==> src/core/pin_pulse_timing_pkg.sv <==
package pin_pulse_timing_pkg;
	// ----------------------------------------
	// Register map (byte addresses)
	// ----------------------------------------
	localparam logic [11:0] DATA_PIN_DIRECTION_OFS = 12'h000;
	localparam logic [11:0] CMD_OFS = 12'h004;
	localparam logic [11:0] DURATION_OFS = 12'h008;
	localparam logic [11:0] HIGH_TIME_OFS = 12'h00C;
	localparam logic [11:0] CYCLE_TIME_OFS = 12'h010;
	localparam logic [11:0] CYCLE_COUNT_OFS = 12'h014;
	localparam logic [11:0] STATUS_OFS = 12'h018;
	localparam logic [11:0] RESULT_OFS = 12'h01C;
	localparam logic [7:0] DATA_PIN_DIRECTION_RST = 8'hFF;
	// ----------------------------------------
	// Command and status register fields, pin count
	// ----------------------------------------
	localparam int CMD_PIN_LSB = 0;
	localparam int CMD_OP_LSB = 8;
	localparam int STATUS_BUSY_BIT = 0;
	localparam int STATUS_DONE_BIT = 1;
	localparam int NUM_PINS = 16;
	// ----------------------------------------
	// Operations
	// ----------------------------------------
	localparam logic [2:0] OP_PULSE_IN_LOW = 3'h1;
	localparam logic [2:0] OP_PULSE_IN_HIGH = 3'h2;
	localparam logic [2:0] OP_PULSE_OUT_LOW = 3'h3;
	localparam logic [2:0] OP_PULSE_OUT_HIGH = 3'h4;
	localparam logic [2:0] OP_CYCLES = 3'h5;
	localparam logic [2:0] OP_RC_DISCHARGE = 3'h6;
	// ----------------------------------------
	// Timing
	// ----------------------------------------
	localparam int CLK_MHZ = 100;
	localparam int PULSE_TICK_US = 10;
	localparam int PULSE_TICK_CYCLES = PULSE_TICK_US * CLK_MHZ;
	localparam int CYCLE_TICK_US = 3;
	localparam int CYCLE_TICK_CYCLES = CYCLE_TICK_US * CLK_MHZ;
	localparam int RC_CHARGE_TICKS = 10;
	localparam int RC_MIN_COUNT = 2;
	localparam logic [15:0] COUNT_MAX = 16'hFFFF;
endpackage : pin_pulse_timing_pkg

==> src/core/pin_pulse_timing_unit.sv <==
// Overview of operation
// - An 8-bit data pin direction register is written whole; 0 makes a pin output, 1 input.
// - A low-pulse measurement times the low level on a pin in 10 us counts, 16 bits wide.
// - A high-pulse measurement times the high level on a pin in 10 us counts, 16 bits wide.
// - A pulse measurement returns zero if no pulse is seen or it exceeds the 16-bit range.
// - A low-pulse output drives the pin low for the given 10 us counts, then high.
// - A high-pulse output drives the pin high for the given 10 us counts, then low.
// - A cycle burst emits exactly the requested periods of high time then low up to cycle time.
// - Burst high and cycle times count in units of about 3 us.
// - The burst duty ratio is resolved with up to 16-bit precision.
// - Burst output frequency spans roughly 5 to 166K cycles per second.
// - An RC measurement times the discharge of a parallel RC on a pin as a 16-bit count.
// - An RC measurement returns zero if discharge is too short or times run out of range.
// - Pins are selected by an 8-bit number 0 to 15 over data and address port pins.
`timescale 1ns/1ns
module pin_pulse_timing_unit (
	input wire logic sys_clk,
	input wire logic rst_n,
	input wire logic psel,
	input wire logic penable,
	input wire logic pwrite,
	input wire logic [11:0] paddr,
	input wire logic [31:0] pwdata,
	output logic [31:0] prdata,
	output logic pready,
	output logic pslverr,
	input wire logic [15:0] pinIn,
	output logic [15:0] pinOut,
	output logic [15:0] pinOe_n,
	output logic [7:0] addrPinDirection,
	output logic done
);
	typedef enum {
		ST_IDLE, ST_WAIT_LEAD, ST_MEASURE, ST_PULSE_OUT, ST_CYC_HIGH, ST_CYC_LOW,
		ST_RC_CHARGE, ST_RC_DISCHARGE
	} state_t;

	// ----------------------------------------
	// Input synchronisers and timebases
	// ----------------------------------------
	logic [15:0] pinSync;
	logic tick10, tick3, tickRestart;
	pin_sync #(.WIDTH(pin_pulse_timing_pkg::NUM_PINS)) u_sync (
		.sys_clk(sys_clk),
		.rst_n(rst_n),
		.pinIn(pinIn),
		.pinSync(pinSync)
	);
	tick_divider #(.DIVIDE(pin_pulse_timing_pkg::PULSE_TICK_CYCLES)) u_tick10 (
		.sys_clk(sys_clk),
		.rst_n(rst_n),
		.restart(tickRestart),
		.tick(tick10)
	);
	tick_divider #(.DIVIDE(pin_pulse_timing_pkg::CYCLE_TICK_CYCLES)) u_tick3 (
		.sys_clk(sys_clk),
		.rst_n(rst_n),
		.restart(tickRestart),
		.tick(tick3)
	);
	// ----------------------------------------
	// State
	// ----------------------------------------
	state_t state_q, state_d;
	logic [7:0] dirData_q, dirData_d;
	logic [15:0] outLevel_q, outLevel_d;
	logic [15:0] duration_q, duration_d;
	logic [15:0] highTime_q, highTime_d;
	logic [15:0] cycleTime_q, cycleTime_d;
	logic [15:0] cycleCount_q, cycleCount_d;
	logic [15:0] result_q, result_d;
	logic [15:0] count_q, count_d;
	logic [15:0] periods_q, periods_d;
	logic [3:0] pin_q, pin_d;
	logic [2:0] op_q, op_d;
	logic level_q, level_d;
	logic done_q, done_d;
	logic forceOut_q, forceOut_d;
	logic [31:0] prdata_q, prdata_d;
	logic wrAccess, rdAccess, mapped, pinLevel, busy;
	logic [7:0] cmdPin;
	logic [2:0] cmdOp;
	always_comb begin
		wrAccess = psel && penable && pwrite;
		rdAccess = psel && !penable && !pwrite; // Loaded in setup, stands through access
		pinLevel = pinSync[pin_q];
		busy = (state_q != ST_IDLE);
		cmdPin = pwdata[pin_pulse_timing_pkg::CMD_PIN_LSB +: 8];
		cmdOp = pwdata[pin_pulse_timing_pkg::CMD_OP_LSB +: 3];
		case (paddr)
			pin_pulse_timing_pkg::DATA_PIN_DIRECTION_OFS,
			pin_pulse_timing_pkg::CMD_OFS,
			pin_pulse_timing_pkg::DURATION_OFS,
			pin_pulse_timing_pkg::HIGH_TIME_OFS,
			pin_pulse_timing_pkg::CYCLE_TIME_OFS,
			pin_pulse_timing_pkg::CYCLE_COUNT_OFS,
			pin_pulse_timing_pkg::STATUS_OFS,
			pin_pulse_timing_pkg::RESULT_OFS: mapped = 1'b1;
			default: mapped = 1'b0;
		endcase
	end

	// ----------------------------------------
	// Register file and sequencer
	// ----------------------------------------
	always_comb begin
		state_d = state_q;
		dirData_d = dirData_q;
		outLevel_d = outLevel_q;
		duration_d = duration_q;
		highTime_d = highTime_q;
		cycleTime_d = cycleTime_q;
		cycleCount_d = cycleCount_q;
		result_d = result_q;
		count_d = count_q;
		periods_d = periods_q;
		pin_d = pin_q;
		op_d = op_q;
		level_d = level_q;
		done_d = done_q;
		forceOut_d = forceOut_q;
		prdata_d = prdata_q;
		tickRestart = 1'b0;
		if (rdAccess) begin
			case (paddr)
				pin_pulse_timing_pkg::DATA_PIN_DIRECTION_OFS: prdata_d = {24'h000000, dirData_q};
				pin_pulse_timing_pkg::DURATION_OFS: prdata_d = {16'h0000, duration_q};
				pin_pulse_timing_pkg::HIGH_TIME_OFS: prdata_d = {16'h0000, highTime_q};
				pin_pulse_timing_pkg::CYCLE_TIME_OFS: prdata_d = {16'h0000, cycleTime_q};
				pin_pulse_timing_pkg::CYCLE_COUNT_OFS: prdata_d = {16'h0000, cycleCount_q};
				pin_pulse_timing_pkg::STATUS_OFS: prdata_d = {30'h0, done_q, busy};
				pin_pulse_timing_pkg::RESULT_OFS: prdata_d = {16'h0000, result_q};
				default: prdata_d = 32'h00000000;
			endcase
		end
		if (wrAccess) begin
			case (paddr)
				pin_pulse_timing_pkg::DATA_PIN_DIRECTION_OFS: dirData_d = pwdata[7:0];
				pin_pulse_timing_pkg::DURATION_OFS: duration_d = pwdata[15:0];
				pin_pulse_timing_pkg::HIGH_TIME_OFS: highTime_d = pwdata[15:0];
				pin_pulse_timing_pkg::CYCLE_TIME_OFS: cycleTime_d = pwdata[15:0];
				pin_pulse_timing_pkg::CYCLE_COUNT_OFS: cycleCount_d = pwdata[15:0];
				default: ;
			endcase
		end
		case (state_q)
			ST_IDLE: begin
				// Commands ignored unless idle and pin in 0..15
				if (wrAccess && paddr == pin_pulse_timing_pkg::CMD_OFS && cmdPin < 8'h10) begin
					pin_d = cmdPin[3:0];
					op_d = cmdOp;
					count_d = 16'h0000;
					periods_d = 16'h0000;
					tickRestart = 1'b1;
					done_d = 1'b0;
					case (cmdOp)
						pin_pulse_timing_pkg::OP_PULSE_IN_LOW,
						pin_pulse_timing_pkg::OP_PULSE_IN_HIGH: begin
							level_d = 1'b0;
							state_d = ST_WAIT_LEAD;
						end
						pin_pulse_timing_pkg::OP_PULSE_OUT_LOW: begin
							outLevel_d[cmdPin[3:0]] = 1'b0;
							state_d = ST_PULSE_OUT;
						end
						pin_pulse_timing_pkg::OP_PULSE_OUT_HIGH: begin
							outLevel_d[cmdPin[3:0]] = 1'b1;
							state_d = ST_PULSE_OUT;
						end
						pin_pulse_timing_pkg::OP_CYCLES: begin
							if (cycleCount_q == 16'h0000) begin
								result_d = 16'h0000;
								done_d = 1'b1;
							end else begin
								outLevel_d[cmdPin[3:0]] = 1'b1;
								state_d = ST_CYC_HIGH;
							end
						end
						pin_pulse_timing_pkg::OP_RC_DISCHARGE: begin
							outLevel_d[cmdPin[3:0]] = 1'b1;
							forceOut_d = 1'b1;
							state_d = ST_RC_CHARGE;
						end
						default: done_d = 1'b1;
					endcase
				end
			end
			ST_WAIT_LEAD: begin
				// level_q tracks that the idle level was seen first
				if (pinLevel == (op_q == pin_pulse_timing_pkg::OP_PULSE_IN_LOW)) begin
					level_d = 1'b1;
				end else if (level_q) begin
					count_d = 16'h0000;
					tickRestart = 1'b1;
					state_d = ST_MEASURE;
				end
				if (tick10 && state_d == ST_WAIT_LEAD) begin
					if (count_q == pin_pulse_timing_pkg::COUNT_MAX) begin
						result_d = 16'h0000;
						done_d = 1'b1;
						state_d = ST_IDLE;
					end else begin
						count_d = count_q + 16'h0001;
					end
				end
			end
			ST_MEASURE: begin
				if (pinLevel == (op_q == pin_pulse_timing_pkg::OP_PULSE_IN_LOW)) begin
					result_d = count_q;
					done_d = 1'b1;
					state_d = ST_IDLE;
				end else if (tick10) begin
					if (count_q == pin_pulse_timing_pkg::COUNT_MAX) begin
						result_d = 16'h0000;
						done_d = 1'b1;
						state_d = ST_IDLE;
					end else begin
						count_d = count_q + 16'h0001;
					end
				end
			end
			ST_PULSE_OUT: begin
				if (count_q == duration_q) begin
					outLevel_d[pin_q] = (op_q == pin_pulse_timing_pkg::OP_PULSE_OUT_LOW);
					done_d = 1'b1;
					state_d = ST_IDLE;
				end else if (tick10) begin
					count_d = count_q + 16'h0001;
				end
			end
			ST_CYC_HIGH: begin
				if (count_q >= highTime_q) begin
					outLevel_d[pin_q] = 1'b0;
					state_d = ST_CYC_LOW;
				end else if (tick3) begin
					count_d = count_q + 16'h0001;
				end
			end
			ST_CYC_LOW: begin
				if (count_q >= cycleTime_q) begin
					count_d = 16'h0000;
					if (periods_q + 16'h0001 == cycleCount_q) begin
						done_d = 1'b1;
						state_d = ST_IDLE;
					end else begin
						periods_d = periods_q + 16'h0001;
						outLevel_d[pin_q] = 1'b1;
						state_d = ST_CYC_HIGH;
					end
				end else if (tick3) begin
					count_d = count_q + 16'h0001;
				end
			end
			ST_RC_CHARGE: begin
				if (tick10) begin
					if (count_q == 16'(pin_pulse_timing_pkg::RC_CHARGE_TICKS - 1)) begin
						forceOut_d = 1'b0;
						count_d = 16'h0000;
						state_d = ST_RC_DISCHARGE;
					end else begin
						count_d = count_q + 16'h0001;
					end
				end
			end
			ST_RC_DISCHARGE: begin
				if (!pinLevel) begin
					result_d = (count_q < 16'(pin_pulse_timing_pkg::RC_MIN_COUNT)) ? 16'h0000 : count_q;
					done_d = 1'b1;
					state_d = ST_IDLE;
				end else if (tick10) begin
					if (count_q == pin_pulse_timing_pkg::COUNT_MAX) begin
						result_d = 16'h0000;
						done_d = 1'b1;
						state_d = ST_IDLE;
					end else begin
						count_d = count_q + 16'h0001;
					end
				end
			end
			default: state_d = ST_IDLE;
		endcase
	end
	always_ff @(posedge sys_clk) begin
		if (!rst_n) begin
			state_q <= ST_IDLE;
			dirData_q <= pin_pulse_timing_pkg::DATA_PIN_DIRECTION_RST;
			outLevel_q <= 16'h0000;
			duration_q <= 16'h0000;
			highTime_q <= 16'h0000;
			cycleTime_q <= 16'h0000;
			cycleCount_q <= 16'h0000;
			result_q <= 16'h0000;
			count_q <= 16'h0000;
			periods_q <= 16'h0000;
			pin_q <= 4'h0;
			op_q <= 3'h0;
			level_q <= 1'b0;
			done_q <= 1'b0;
			forceOut_q <= 1'b0;
			prdata_q <= 32'h00000000;
		end else begin
			state_q <= state_d;
			dirData_q <= dirData_d;
			outLevel_q <= outLevel_d;
			duration_q <= duration_d;
			highTime_q <= highTime_d;
			cycleTime_q <= cycleTime_d;
			cycleCount_q <= cycleCount_d;
			result_q <= result_d;
			count_q <= count_d;
			periods_q <= periods_d;
			pin_q <= pin_d;
			op_q <= op_d;
			level_q <= level_d;
			done_q <= done_d;
			forceOut_q <= forceOut_d;
			prdata_q <= prdata_d;
		end
	end
	// ----------------------------------------
	// Outputs
	// ----------------------------------------
	always_comb begin
		pinOut = outLevel_q;
		pinOe_n = {pin_pulse_timing_pkg::DATA_PIN_DIRECTION_RST, dirData_q};
		if (forceOut_q) begin
			pinOe_n[pin_q] = 1'b0;
		end
		addrPinDirection = pin_pulse_timing_pkg::DATA_PIN_DIRECTION_RST;
		done = done_q;
		pready = 1'b1;
		pslverr = psel && penable && !mapped;
		prdata = prdata_q;
	end
endmodule : pin_pulse_timing_unit

==> src/core/pin_sync.sv <==
`timescale 1ns/1ns
module pin_sync #(
	parameter int WIDTH = 16
) (
	input wire logic sys_clk,
	input wire logic rst_n,
	input wire logic [WIDTH-1:0] pinIn,
	output logic [WIDTH-1:0] pinSync
);
	genvar i;
	generate
		for (i = 0; i < WIDTH; i++) begin : gen_sync
			logic stage1_q, stage2_q;
			always_ff @(posedge sys_clk) begin
				if (!rst_n) begin
					stage1_q <= 1'b0;
					stage2_q <= 1'b0;
				end else begin
					stage1_q <= pinIn[i];
					stage2_q <= stage1_q;
				end
			end
			assign pinSync[i] = stage2_q;
		end
	endgenerate
endmodule : pin_sync

==> src/core/tick_divider.sv <==
`timescale 1ns/1ns
module tick_divider #(
	parameter int DIVIDE = 1000
) (
	input wire logic sys_clk,
	input wire logic rst_n,
	input wire logic restart,
	output logic tick
);
	logic [15:0] count_q, count_d;

	always_comb begin
		tick = (count_q == 16'(DIVIDE - 1));
		if (restart || tick) begin
			count_d = 16'h0000;
		end else begin
			count_d = count_q + 16'h0001;
		end
	end

	always_ff @(posedge sys_clk) begin
		if (!rst_n) begin
			count_q <= 16'h0000;
		end else begin
			count_q <= count_d;
		end
	end
endmodule : tick_divider

==> config.mk <==
export PLATFORM = sky130hd
export DESIGN_NAME = pin_pulse_timing_unit
export DESIGN_NICKNAME = d
export VERILOG_FILES = /design/src/core/pin_pulse_timing_pkg.sv /design/src/core/pin_pulse_timing_unit.sv /design/src/core/pin_sync.sv /design/src/core/tick_divider.sv
export SDC_FILE = /design/constraint.sdc
export NUM_CORES = 1
export LEC_CHECK = 0
export ABC_CLOCK_PERIOD_IN_PS = 6000
export BUFFER_PORTS_ARGS = -buffer_cell sky130_fd_sc_hd__buf_2
export CAP_MARGIN = 20
export CORE_ASPECT_RATIO = 0.6
export CORE_MARGIN = 2
export CORE_UTILIZATION = 64
export CTS_BUF_LIST = sky130_fd_sc_hd__clkbuf_16
export CTS_CLUSTER_DIAMETER = 40
export DETAILED_ROUTE_END_ITERATION = 8
export GPL_TIMING_DRIVEN = 0
export PLACE_DENSITY = 0.86
export SLEW_MARGIN = 15
export SYNTH_ARGS = -nofsm -noshare
export SYNTH_HDL_FRONTEND = slang
export SYNTH_SLANG_ARGS = --single-unit
==> constraint.sdc <==
create_clock -name sys_clk -period 6 [get_ports sys_clk]
set_clock_uncertainty 0.15 [all_clocks]
set_input_delay 1.2 -clock sys_clk [delete_from_list [all_inputs] [get_ports sys_clk]]
set_output_delay 1.2 -clock sys_clk [all_outputs]
set_load 0.03 [all_outputs]
Word level (Yosys, flattened, before mapping):

Memories as Yosys holds them, arrays and structs flattened.
Index checks and enable logic that the tools add are counted.

* add/subtract/negate cells: 4
* $lt $le $gt $ge: 8
* equality and inequality tests: 52
* mux-type cells: 92
* bitwise operators: 8
* reductions and logical operators: 47

Operators with widths (number)
* 2-to-1 mux 16 bit: 34
* 2-to-1 mux 32 bit: 16
* case mux 32 bit (8 select lines): 1
* == test 32 x 3 -> 1 bit, second input constant: 4
* case mux 16 bit (4 select lines): 2
* case mux 16 bit (8 select lines): 1
* case mux 32 bit (4 select lines): 1
* case mux 16 bit (7 select lines): 1
* == test 32 x 2 -> 1 bit, second input constant: 3
* adder 16 x 1 -> 16 bit, second input constant: 4
* bitwise AND 16 bit: 3
* == test 12 x 5 -> 1 bit, second input constant: 4
* case mux 16 bit (3 select lines): 1
* == test 16 bit: 2
* == test 32 x 1 -> 1 bit, second input constant: 1
* greater-or-equal comparator 16 bit: 2
* logical NOT 32 bit: 1
* != test 2 bit, second input constant: 16
* inverter 16 bit: 2
* bitwise OR 16 bit: 2
* case mux 16 bit (2 select lines): 1
* nonzero test 32 bit: 1
* == test 12 x 4 -> 1 bit, second input constant: 2
* 2-to-1 mux 1 bit: 24
* other kinds (41): 82

* flip-flop bits (word level): 274
* bits in read-only memories: 32
* input bits: 65
* output and inout bits: 75
* logic and storage cells: 262
* memories: 1

Memory list
* (no name shown): words 32, width 1, read ports 1, clocked after memory_dff 0, write ports 0, line pin_pulse_timing_unit.sv:90 `case (paddr)`

Longest topological paths before layout:

Gate-level depths: netlist of run 1.

* depth in word-level cells: 9
* depth in mapped cells: 12

Modules after synthesis:

From an unflattened synthesis of run 1, not the netlist that was laid out.

* cell total of the unflattened synthesis: 1745
* area, all modules: 14059.7 um^2

By module, submodules not included
* pin_pulse_timing_unit: times used 1, cells each 1503, area each 11594.9 um^2, sequential area each 3883.7 um^2
* pin_sync: times used 1, cells each 83, area each 1016.0 um^2, sequential area each 640.6 um^2
* tick_divider at u_tick10: times used 1, cells each 82, area each 726.9 um^2, sequential area each 320.3 um^2
* tick_divider at u_tick3: times used 1, cells each 77, area each 721.9 um^2, sequential area each 320.3 um^2

Least setup slack after synthesis of run 1:

OpenSTA, ideal clock, no wires.

* kind: input to register
* from: in paddr[7]
* to: reg highTime_q[8]
* setup time: 128 ps
* data arrival time: 3365 ps
* setup slack: 2358 ps
* cell stages on the path: 6
* buffers on the path: 1
* path through: nor4_1 > nand4_1 > nor4_1 > buf_2 > mux2i_1 > nor2_1

* word-level cells in the longest chain between the ends: 2

Ends and longest elaborated chain
* start: declaration: line pin_pulse_timing_unit.sv:22 `input wire logic [11:0] paddr,`
* == test 12 x 4 -> 1 bit: line pin_pulse_timing_unit.sv:137 `case (paddr)`
* AND reduction 2 bit (no line)
* end signal: assignment: line pin_pulse_timing_unit.sv:306 `highTime_q <= highTime_d;`
* end: declaration: line pin_pulse_timing_unit.sv:68 `logic [15:0] highTime_q, highTime_d;`

No other way between the ends.
A chain may end at the register's enable or synchronous reset.

Worst setup path after layout of run 1:

* from: in paddr[7]
* to: reg duration_q[13]

* word-level cells in the longest chain between the ends: 2

Ends and longest elaborated chain
* == test 12 x 4 -> 1 bit: line pin_pulse_timing_unit.sv:137
* AND reduction 2 bit (no line)
* end signal: assignment: line pin_pulse_timing_unit.sv:305 `duration_q <= duration_d;`
* end: declaration: line pin_pulse_timing_unit.sv:67 `logic [15:0] duration_q, duration_d;`

No other way between the ends.

==> key figures, run 1 <==
Clock tree
  – # resized after CTS: 0
  – Clock root buffer: clkbuf_16
  – TritonCTS Buffers: 27
  – H-Tree Level Count: 1
  – Clock Path Buffers: 3
  – CTS Hold Buffers Added: 0
  – Post-CTS Setup Bufs: 0
  – Worst-path clk slew: 0.07 ns
  – CTS tree: yes
  – Clk sinks: 258
  – Clock network latency to the later pin of the worst-skew pair: between 0.5 and 0.6 ns

STA
  – Post-route worst setup slack: 1.44 ns
  – Slew margin rel.: 0.198
  – Crit path time final: approximately 4.6 ns
  – Final hold vios: 0
  – Final worst-path cycle share: 0.759
  – Final setup vio count: 0
  – Max Fclk: roughly 0.22 GHz
  – Worst Hold Slack: 0.283 ns
  – Slew at the pin closest to its max-slew limit: 1.20 ns
  – Setup TNS: 0 ns
  – RSZ-0062 raised after global routing: no
  – Slew Limit Fails: 0

Synthesis
  – Top-area cell type share of the netlist area: 0.379
  – Synth Instances: 1,659
  – Most common cell in the netlist: dfxtp_1
  – Post-synth EDFFs: 0
  – Sequential cell area fraction in the yosys report: 0.379
  – Count of distinct cell types in the synthesized netlist: 80
  – Ys flop type: dfxtp_1
  – Top cells by count, synth: 258 x dfxtp_1, 204 x nor2_1, 140 x nand2_1
  – Synthesis Warnings: 0
  – Async S/R FF share, synth: 0
  – Register bit total from synthesis: 258
  – Synth Area per Inst: 8.22 um^2
  – Synth top area cells: dfxtp_1 38%, nor2_1 5.6%, mux2i_1 5.4%, nand2_1 3.9%, a21oi_1 3.4%
  – Mapped cell area: between 0.01 and 0.015 mm^2
  – Synth area leader: dfxtp_1

Layout
  – # fillers: 1,611
  – Post-Layout Inst Area: 0.0155 mm^2
  – # diodes: 0
  – Synth-to-Final Area Change: 13.9%
  – Nets: between 1.5k and 2k
  – Fraction of layout cells with a size suffix above 1: 0.108

Worst setup path
  – Worst Reg-to-Reg Cells: 9
  – Critical-path cell list: buf_2 -> nor4_1 -> nand3_1 -> or3_1 -> clkbuf_1 -> nor2_1 -> nand2_1 -> clkbuf_1 -> nand2_1 -> a21oi_1
  – RR Startpoint: count_q[3]
  – Reg2reg setup slack: between 1.5 and 2 ns
  – Slowest CP cell: nor2_1
  – Reg-to-Reg End: result_q[13]
  – Critical path required time: 6.25 ns
  – Largest stage delay on the critical path: 0.96 ns
  – Worst setup EP type: register
  – Path type of the worst setup path: in -> reg
  – Max FO, Critical Path: 10
  – CP startpoint kind: input port
  – CP Data Arrival Time: 4.81 ns

Power and ir drop
  – P per Cell Area: 229 mW/mm^2
  – Logic gate share of total power: 0.051
  – Static Leak: 0.00583 uW
  – Max VDD drop: 290 uV
  – Switching share of power: 0.251
  – Share of power burned in registers: 0.490
  – Clk pwr share: 0.459
  – Pint: roughly 2700 uW
  – Net Switching: just under 900 uW

Floorplan
  – Die area: around 0.023 mm^2
  – Ports: 140
  – Starting Density: 0.650
  – Die height: roughly 120 um
  – Die Wd: 192 um
  – # rows: 41
  – Core Area: 0.0210 mm^2

Routing
  – Routed len/inst: 22.3 um
  – Antenna-violating nets left: 0
  – Total Wirelength: 47,600 um
  – Post-DR vias/cell: 6.56
  – Router iterations before antenna repair: 8
  – Detailed-route via count: approximately 14k
  – Number of remaining DRC errors: 0
  – DR iter-0 viols: between 1.5k and 2k

Placement
  – Detail Placement HPWL: about 36,000 um
  – Routability cong.: 1.04
  – Setup WS pre-CTS: approximately 1.2 ns
  – Placed cell area: 0.0147 mm^2
  – Port-buffer cells: 94

Global route
  – Global Route Usage Sum: 0.421
  – GRT overflow: 0
  – Largest net degree at the start of global routing: 17
  – Initial antenna violation count: 0
  – Global-route wire length before repair: roughly 73,000 um
  – Vias in the first global route: 12.7k

Min path
  – Worst Hold Depth: 1
  – Hold Path End: u_sync.gen_sync[4].stage2_q
  – Hold Startpoint: u_sync.gen_sync[4].stage1_q
  – Tightest Hold Check Type: reg -> reg

Status
  – Status: completed

Job
  – Max-Cap Viols: 0
[per-layer routing]
metal,wire (um),vias up,global-route usage
li1,-,6270,-
met1,20300,6562,0.609
met2,18400,1040,0.579
met3,7460,137,0.157
met4,1380,2,0.123
met5,50,-,0.0171
[layout make-up]
type,count,area (um^2),area share
multi-input combinational,1279,7920,0.510
timing repair buffer,98,495,0.0319
inverter,52,195,0.0126
sequential,258,5160,0.332
clock inverter,20,169,0.0109
tap,279,349,0.0225
buffer,122,573,0.0369
clock buffer,27,676,0.0435
[critical path: cells and delay by family]
kind	cells	cell delay, ns
buffers and inverters	3	0.75
AOI/OAI and AO/OA	1	0.09
and+or+nand+nor	6	2.76
[power groups by stage]
stage | combinational (uW) | sequential, uW | clock (uW)
6_report | 182 | 1750 | 1640
5_1_grt | 196 | 1750 | 1700
4_1_cts | 174 | 1750 | 1630
3_5_place_dp | 172 | 1790 | 0
3_3_place_gp | 170 | 1780 | 0
2_1_floorplan | 109 | 1780 | 0
[worst max path at each step]
stage / startpoint / endpoint / slack [ns] / cells past startpoint
4_1_cts: paddr[7] / duration_q[13] / 1.70 / 10
6_report: paddr[7] / duration_q[13] / 1.44 / 10
5_1_grt: paddr[7] / duration_q[13] / 1.36 / 10
3_3_place_gp: paddr[7] / duration_q[12] / 1.30 / 10
2_1_floorplan: paddr[7] / highTime_q[8] / 2.36 / 6
3_5_place_dp: paddr[7] / duration_q[12] / 1.24 / 10
[cell usage in the layout (no fill, tap or decap), types with 27 or more instances in the layout]
cell       instances
dfxtp_1          258
nand3_1           55
and2_1            42
and3_1            38
a21oi_1           93
nor2_1           204
buf_2             99
ha_1              37
nor3_1            31
clkbuf_1          82
buf_4             27
xnor2_1           39
inv_1             52
nand2_1          140
a31oi_1           48
mux2i_1           73
nand4_1           31
o21ai_0           68
clkbuf_16         27
conb_1            54
nor4_1            28
[cells by family (layout without fill, tap and decap cells)]
logic type,after synthesis,in the layout,share of synthesized area
AO/OA/AOI/OAI,373,373,0.181
XOR/XNOR,64,64,0.0416
adder cells (fa/ha/maj),37,37,0.0339
buffers and inverters,174,319,0.0563
flip-flops,258,258,0.379
multiplexers,79,79,0.0629
other,2,54,0.000551
AND/OR/NAND/NOR,672,672,0.245
[flip-flops by register name (all words and copies together), names as in the netlist, named ones only]
register,cells
forceOut_q,1
state_q,32
op_q,3
count_q,16
cycleTime_q,16
u_tick3.count_q,16
u_sync.gen_sync.stage1_q,16
cycleCount_q,16
pin_q,4
prdata,16
dirData_q,8
highTime_q,16
duration_q,16
periods_q,16
u_tick10.count_q,16
done,1
result_q,16
u_sync.gen_sync.stage2_q,16
level_q,1
[metrics by stage]
stage	instances	total power (uW)	util
final	2135	3560	0.741
after detailed placement	2085	1960	0.699
after CTS	2132	3550	0.740
after floorplan	1711	1890	-
after global placement	2084	1950	0.699
after global routing	2135	3650	0.741
Power figures use the tool's default switching activity.
==> run 2, diff against run 1 <==
--- a/config.mk
+++ b/config.mk
@@ -5,17 +5,18 @@
 export SDC_FILE = /design/constraint.sdc
 export NUM_CORES = 1
 export LEC_CHECK = 0
-export ABC_CLOCK_PERIOD_IN_PS = 6000
+export ABC_AREA = 1
+export ABC_CLOCK_PERIOD_IN_PS = 4000
 export BUFFER_PORTS_ARGS = -buffer_cell sky130_fd_sc_hd__buf_2
 export CAP_MARGIN = 20
 export CORE_ASPECT_RATIO = 0.6
 export CORE_MARGIN = 2
-export CORE_UTILIZATION = 64
+export CORE_UTILIZATION = 54
 export CTS_BUF_LIST = sky130_fd_sc_hd__clkbuf_16
 export CTS_CLUSTER_DIAMETER = 40
 export DETAILED_ROUTE_END_ITERATION = 8
 export GPL_TIMING_DRIVEN = 0
-export PLACE_DENSITY = 0.86
+export PLACE_DENSITY = 0.77
 export SLEW_MARGIN = 15
 export SYNTH_ARGS = -nofsm -noshare
 export SYNTH_HDL_FRONTEND = slang
==> constraint.sdc (replaced) <==
create_clock -name sys_clk -period 4 [get_ports sys_clk]
set_clock_uncertainty 0.15 [all_clocks]
set_input_delay 0.8 -clock sys_clk [delete_from_list [all_inputs] [get_ports sys_clk]]
set_output_delay 0.8 -clock sys_clk [all_outputs]
set_load 0.03 [all_outputs]
==> run 2 against run 1 <==
Routed wire length rose by 7.5%. Register-to-register slack got worse by 0.97 ns. Power increased by 78%. Die area rose by 28%. Area after synthesis increased by 8.5%. Worst hold slack worse by 0.022 ns. Non-clock buffer count shrank 10. Largest power group is now the clock network.
==> key figures, run 2 <==
Layout
  – Storage cell area: 0.00516 mm^2 (unchanged)
  – # fillers: 2,459 (was 1,611)
  – Synth-to-Final Area Change: 16.2% (was 13.9%)
  – Commonest non-fill, non-tap cells in the layout: 460 x nand2_1, 304 x inv_1, 258 x dfxtp_1, 233 x nor2_1, 202 x a21oi_1 (was 258 x dfxtp_1, 204 x nor2_1, 140 x nand2_1, 99 x buf_2, 93 x a21oi_1)
  – Area of the multi-input gates: 0.00797 mm^2 (was 0.00792 mm^2)
  – Post-Layout Inst Area: 0.0172 mm^2 (was 0.0155 mm^2)
  – Max FFs per register: 32 (unchanged)
  – Post-Layout Cell Count: 2,786 (was 2,135)
  – Fraction of layout cells with a size suffix above 1: 0.129 (was 0.108)
  – Most common cell after layout, fill and taps aside: nand2_1 (was dfxtp_1)
  – Nets: 2,500 (was 1,940)
  – Biggest register: state_q (unchanged)

Worst setup path
  – Slowest CP cell: dfxtp_1 (was nor2_1)
  – CP startpoint kind: register (was input port)
  – Worst setup EP type: register (unchanged)
  – CP Data Arrival Time: 3.70 ns (was 4.81 ns)
  – Path type of the worst setup path: reg -> reg (was in -> reg)
  – Critical path required time: 4.28 ns (was 6.25 ns)
  – Largest stage delay on the critical path: 0.61 ns (was 0.96 ns)
  – Reg-to-Reg End: result_q[8] (was result_q[13])
  – Cell mode on critical path: inv_2
  – Max FO, Critical Path: 10 (unchanged)
  – Kind of cell adding the most delay to the critical path: simple AND/OR/NAND/NOR gates (unchanged)
  – Buf/Inv on CP: 5 (was 3)
  – Worst Reg-to-Reg Cells: 17 (was 9)
  – Critical-path cell list: ha_1 -> nand3_2 -> inv_2 -> nand4_1 -> nor2_1 -> inv_2 -> nor2_4 -> nand4_2 -> nor2_2 -> inv_2 -> nand3_1 -> nand2_1 -> a21oi_4 -> buf_6 -> o22ai_1 -> o21ai_1 -> inv_1 (was buf_2 -> nor4_1 -> nand3_1 -> or3_1 -> clkbuf_1 -> nor2_1 -> nand2_1 -> clkbuf_1 -> nand2_1 -> a21oi_1)
  – Reg2reg setup slack: 0.57 ns (was 1.54 ns)
  – RR Startpoint: count_q[1] (was count_q[3])

Synthesis
  – Complex-gate fraction of the synthesized area: 0.192 (was 0.181)
  – Count of distinct cell types in the synthesized netlist: 60 (was 80)
  – Xor/xnor share of the synthesized area: 0.0206 (was 0.0416)
  – Synthesis Warnings: 0 (unchanged)
  – Synth Area in Simple Gates: 0.280 (was 0.245)
  – Mux contribution to synthesized area: 0.000761 (was 0.0629)
  – Post-synth EDFFs: 0 (unchanged)
  – Synth Area in Adders: 0.0313 (was 0.0339)
  – Top cells by count, synth: 460 x nand2_1, 302 x inv_1, 258 x dfxtp_1 (was 258 x dfxtp_1, 204 x nor2_1, 140 x nand2_1)
  – Async S/R FF share, synth: 0 (unchanged)
  – Synth Instances: 2,215 (was 1,659)
  – Top-area cell type share of the netlist area: 0.349 (was 0.379)
  – Synth area leader: dfxtp_1 (unchanged)
  – Ys flop type: dfxtp_1 (unchanged)
  – Mapped cell area: 0.0148 mm^2 (was 0.0136 mm^2)
  – Sequential cell area fraction in the yosys report: 0.349 (was 0.379)
  – Most common cell in the netlist: nand2_1 (was dfxtp_1)
  – Synth top area cells: dfxtp_1 35%, nand2_1 12%, inv_1 7.7%, a21oi_1 6.8%, nor2_1 5.9% (was dfxtp_1 38%, nor2_1 5.6%, mux2i_1 5.4%, nand2_1 3.9%, a21oi_1 3.4%)
  – Register bit total from synthesis: 258 (unchanged)
  – Synth Area per Inst: 6.68 um^2 (was 8.22 um^2)
  – Main combinational cell family by area after synthesis: simple AND/OR/NAND/NOR gates (unchanged)

STA
  – Setup TNS: 0 ns (unchanged)
  – Slew at the pin closest to its max-slew limit: 1.15 ns (was 1.20 ns)
  – Final worst-path cycle share: 0.857
  – Post-route worst setup slack: 0.572 ns (was 1.44 ns)
  – Slew margin rel.: 0.233 (was 0.198)
  – Max Fclk: roughly 0.29 GHz
  – Final hold vios: 0 (unchanged)
  – Final setup vio count: 0 (unchanged)
  – Crit path time final: 3.43 ns
  – RSZ-0062 raised after global routing: no (unchanged)
  – Slew Limit Fails: 0 (unchanged)

Clock tree
  – Worst-path clk slew: 0.06 ns (was 0.07 ns)
  – TritonCTS Buffers: 35 (was 27)
  – Clock network latency to the later pin of the worst-skew pair: 0.55 ns (about the same)
  – Clock Path Buffers: 3 (unchanged)
  – CTS tree: yes (unchanged)
  – CTS Hold Buffers Added: 0 (unchanged)
  – Clock root buffer: clkbuf_16 (unchanged)
  – H-Tree Level Count: 2 (was 1)
  – # resized after CTS: 0 (unchanged)
  – Clk sinks: 258 (unchanged)
  – Post-CTS Setup Bufs: 0 (unchanged)

Routing
  – Number of remaining DRC errors: 0 (unchanged)
  – Antenna-violating nets left: 0 (unchanged)
  – Post-DR vias/cell: 5.64 (was 6.56)
  – Total Wirelength: 51,200 um (was 47,600 um)
  – DR iter-0 viols: 2,431 (was 1,968)
  – Routed len/inst: 18.4 um (was 22.3 um)
  – Router iterations before antenna repair: 6 (was 8)
  – Detailed-route via count: 15.7k (was 14.0k)

Global route
  – Initial antenna violation count: 0 (unchanged)
  – Met1 usage: 0.523 (was 0.609)
  – Routing usage on met3: 0.111 (was 0.157)
  – GRT overflow: 0 (unchanged)
  – Routing usage on met2: 0.476 (was 0.579)
  – Vias in the first global route: 13.9k (was 12.7k)
  – Global-route wire length before repair: 78,100 um (was 72,600 um)
  – Global Route Usage Sum: 0.349 (was 0.421)
  – Largest net degree at the start of global routing: 15 (was 17)
  – Grt peak-use layer: met1 (unchanged)

Floorplan
  – Ports: 140 (unchanged)
  – Die Wd: 218 um (was 192 um)
  – # rows: 46 (was 41)
  – Core Area: 0.0266 mm^2 (was 0.0210 mm^2)
  – Die height: 132 um (was 117 um)
  – Starting Density: 0.555 (was 0.650)
  – Die area: 0.0288 mm^2 (was 0.0225 mm^2)

Power and ir drop
  – Overall power: 6330 uW (was 3560 uW)
  – Max VDD drop: 286 uV (was 290 uV)
  – P per Cell Area: 368 mW/mm^2 (was 229 mW/mm^2)
  – Static Leak: 0.00756 uW (was 0.00583 uW)

Placement
  – Placed cell area: 0.0159 mm^2 (was 0.0147 mm^2)
  – Port-buffer cells: 94 (unchanged)
  – Placed Cells incl. Taps: 2,721 (was 2,085)
  – Setup WS pre-CTS: 0.508 ns (was 1.24 ns)
  – Routability cong.: 1.03 (was 1.04)
  – Detail Placement HPWL: 39,300 um (was 35,500 um)

Min path
  – Tightest Hold Check Type: reg -> reg (unchanged)
  – Hold Startpoint: u_sync.gen_sync[9].stage1_q (was u_sync.gen_sync[4].stage1_q)
  – Hold Path End: u_sync.gen_sync[9].stage2_q (was u_sync.gen_sync[4].stage2_q)
  – Worst Hold Depth: 2 (was 1)

Status
  – Status: completed (unchanged)

Job
  – Max-Cap Viols: 0 (unchanged)
[run 2: cell types whose count changed after synthesis, sizes merged, moves of 36 or more]
cell / delta
a31oi: -49
nand2: +337
o21ai: +127
mux2i: -73
and2: -42
inv: +279
and3: -36
nor2: +38
a21oi: +121
[run 2: cell families after synthesis]
| kind of cell | after synthesis |
|---|---|
| AO/OA/AOI/OAI | 505 |
| AND/OR/NAND/NOR | 929 |
| flip-flops | 258 |
| buffers and inverters | 449 |
| multiplexers | 1 |
| XOR/XNOR | 34 |
| other | 2 |
| adder cells (fa/ha/maj) | 37 |
[run 2: area by class of cell]
type                    instances  area share
clock buffers                  36      0.0524
well taps                     360      0.0262
multi-input cells            1560       0.463
repair buffers                 94      0.0274
diodes                          1    0.000146
clock inverters                28      0.0215
plain buffers                 116      0.0359
inverters                     333      0.0727
flip-flops and latches        258       0.300
[run 2: power by group]
group | internal (uW) | total [uW] | switching, uW
clock network | 2090 | 3440 | 1360
registers | 2610 | 2620 | 11.9
logic | 72.7 | 274 | 201
[run 2: per-stage QoR]
stage               hold slack (ns)   util
finish                        0.261  0.645
global route                  0.279  0.645
CTS                           0.263  0.645
detailed placement            0.248  0.597
global placement              0.250  0.597
floorplan                     0.240      -
[run 2: worst register-to-register path, delay by kind of cell, from the launching register on]
family / cells / cell delay (ns)
simple gates: 8 / 1.25
compound gates: 3 / 0.50
buf+inv: 5 / 0.48
fa+ha+maj: 1 / 0.34
flops: 1 / 0.61
[run 2: per-layer routing]
metal	wire, um	part of all wire
met1	22900	0.45
met2	19700	0.39
met3	7480	0.15
met4	1110	0.022
met5	0	0
[run 2: worst max path at each step]
| stage | slack, ns | endpoint | cells past startpoint | startpoint |
|---|---|---|---|---|
| final | 0.57 | result_q[8] | 17 | count_q[1] |
| after global routing | 0.33 | result_q[8] | 17 | count_q[1] |
| after CTS | 0.70 | result_q[2] | 17 | count_q[1] |
| after detailed placement | 0.51 | count_q[14] | 14 | penable |
| after global placement | 0.55 | count_q[12] | 14 | penable |
| after floorplan | 1.15 | pslverr | 4 | paddr[9] |
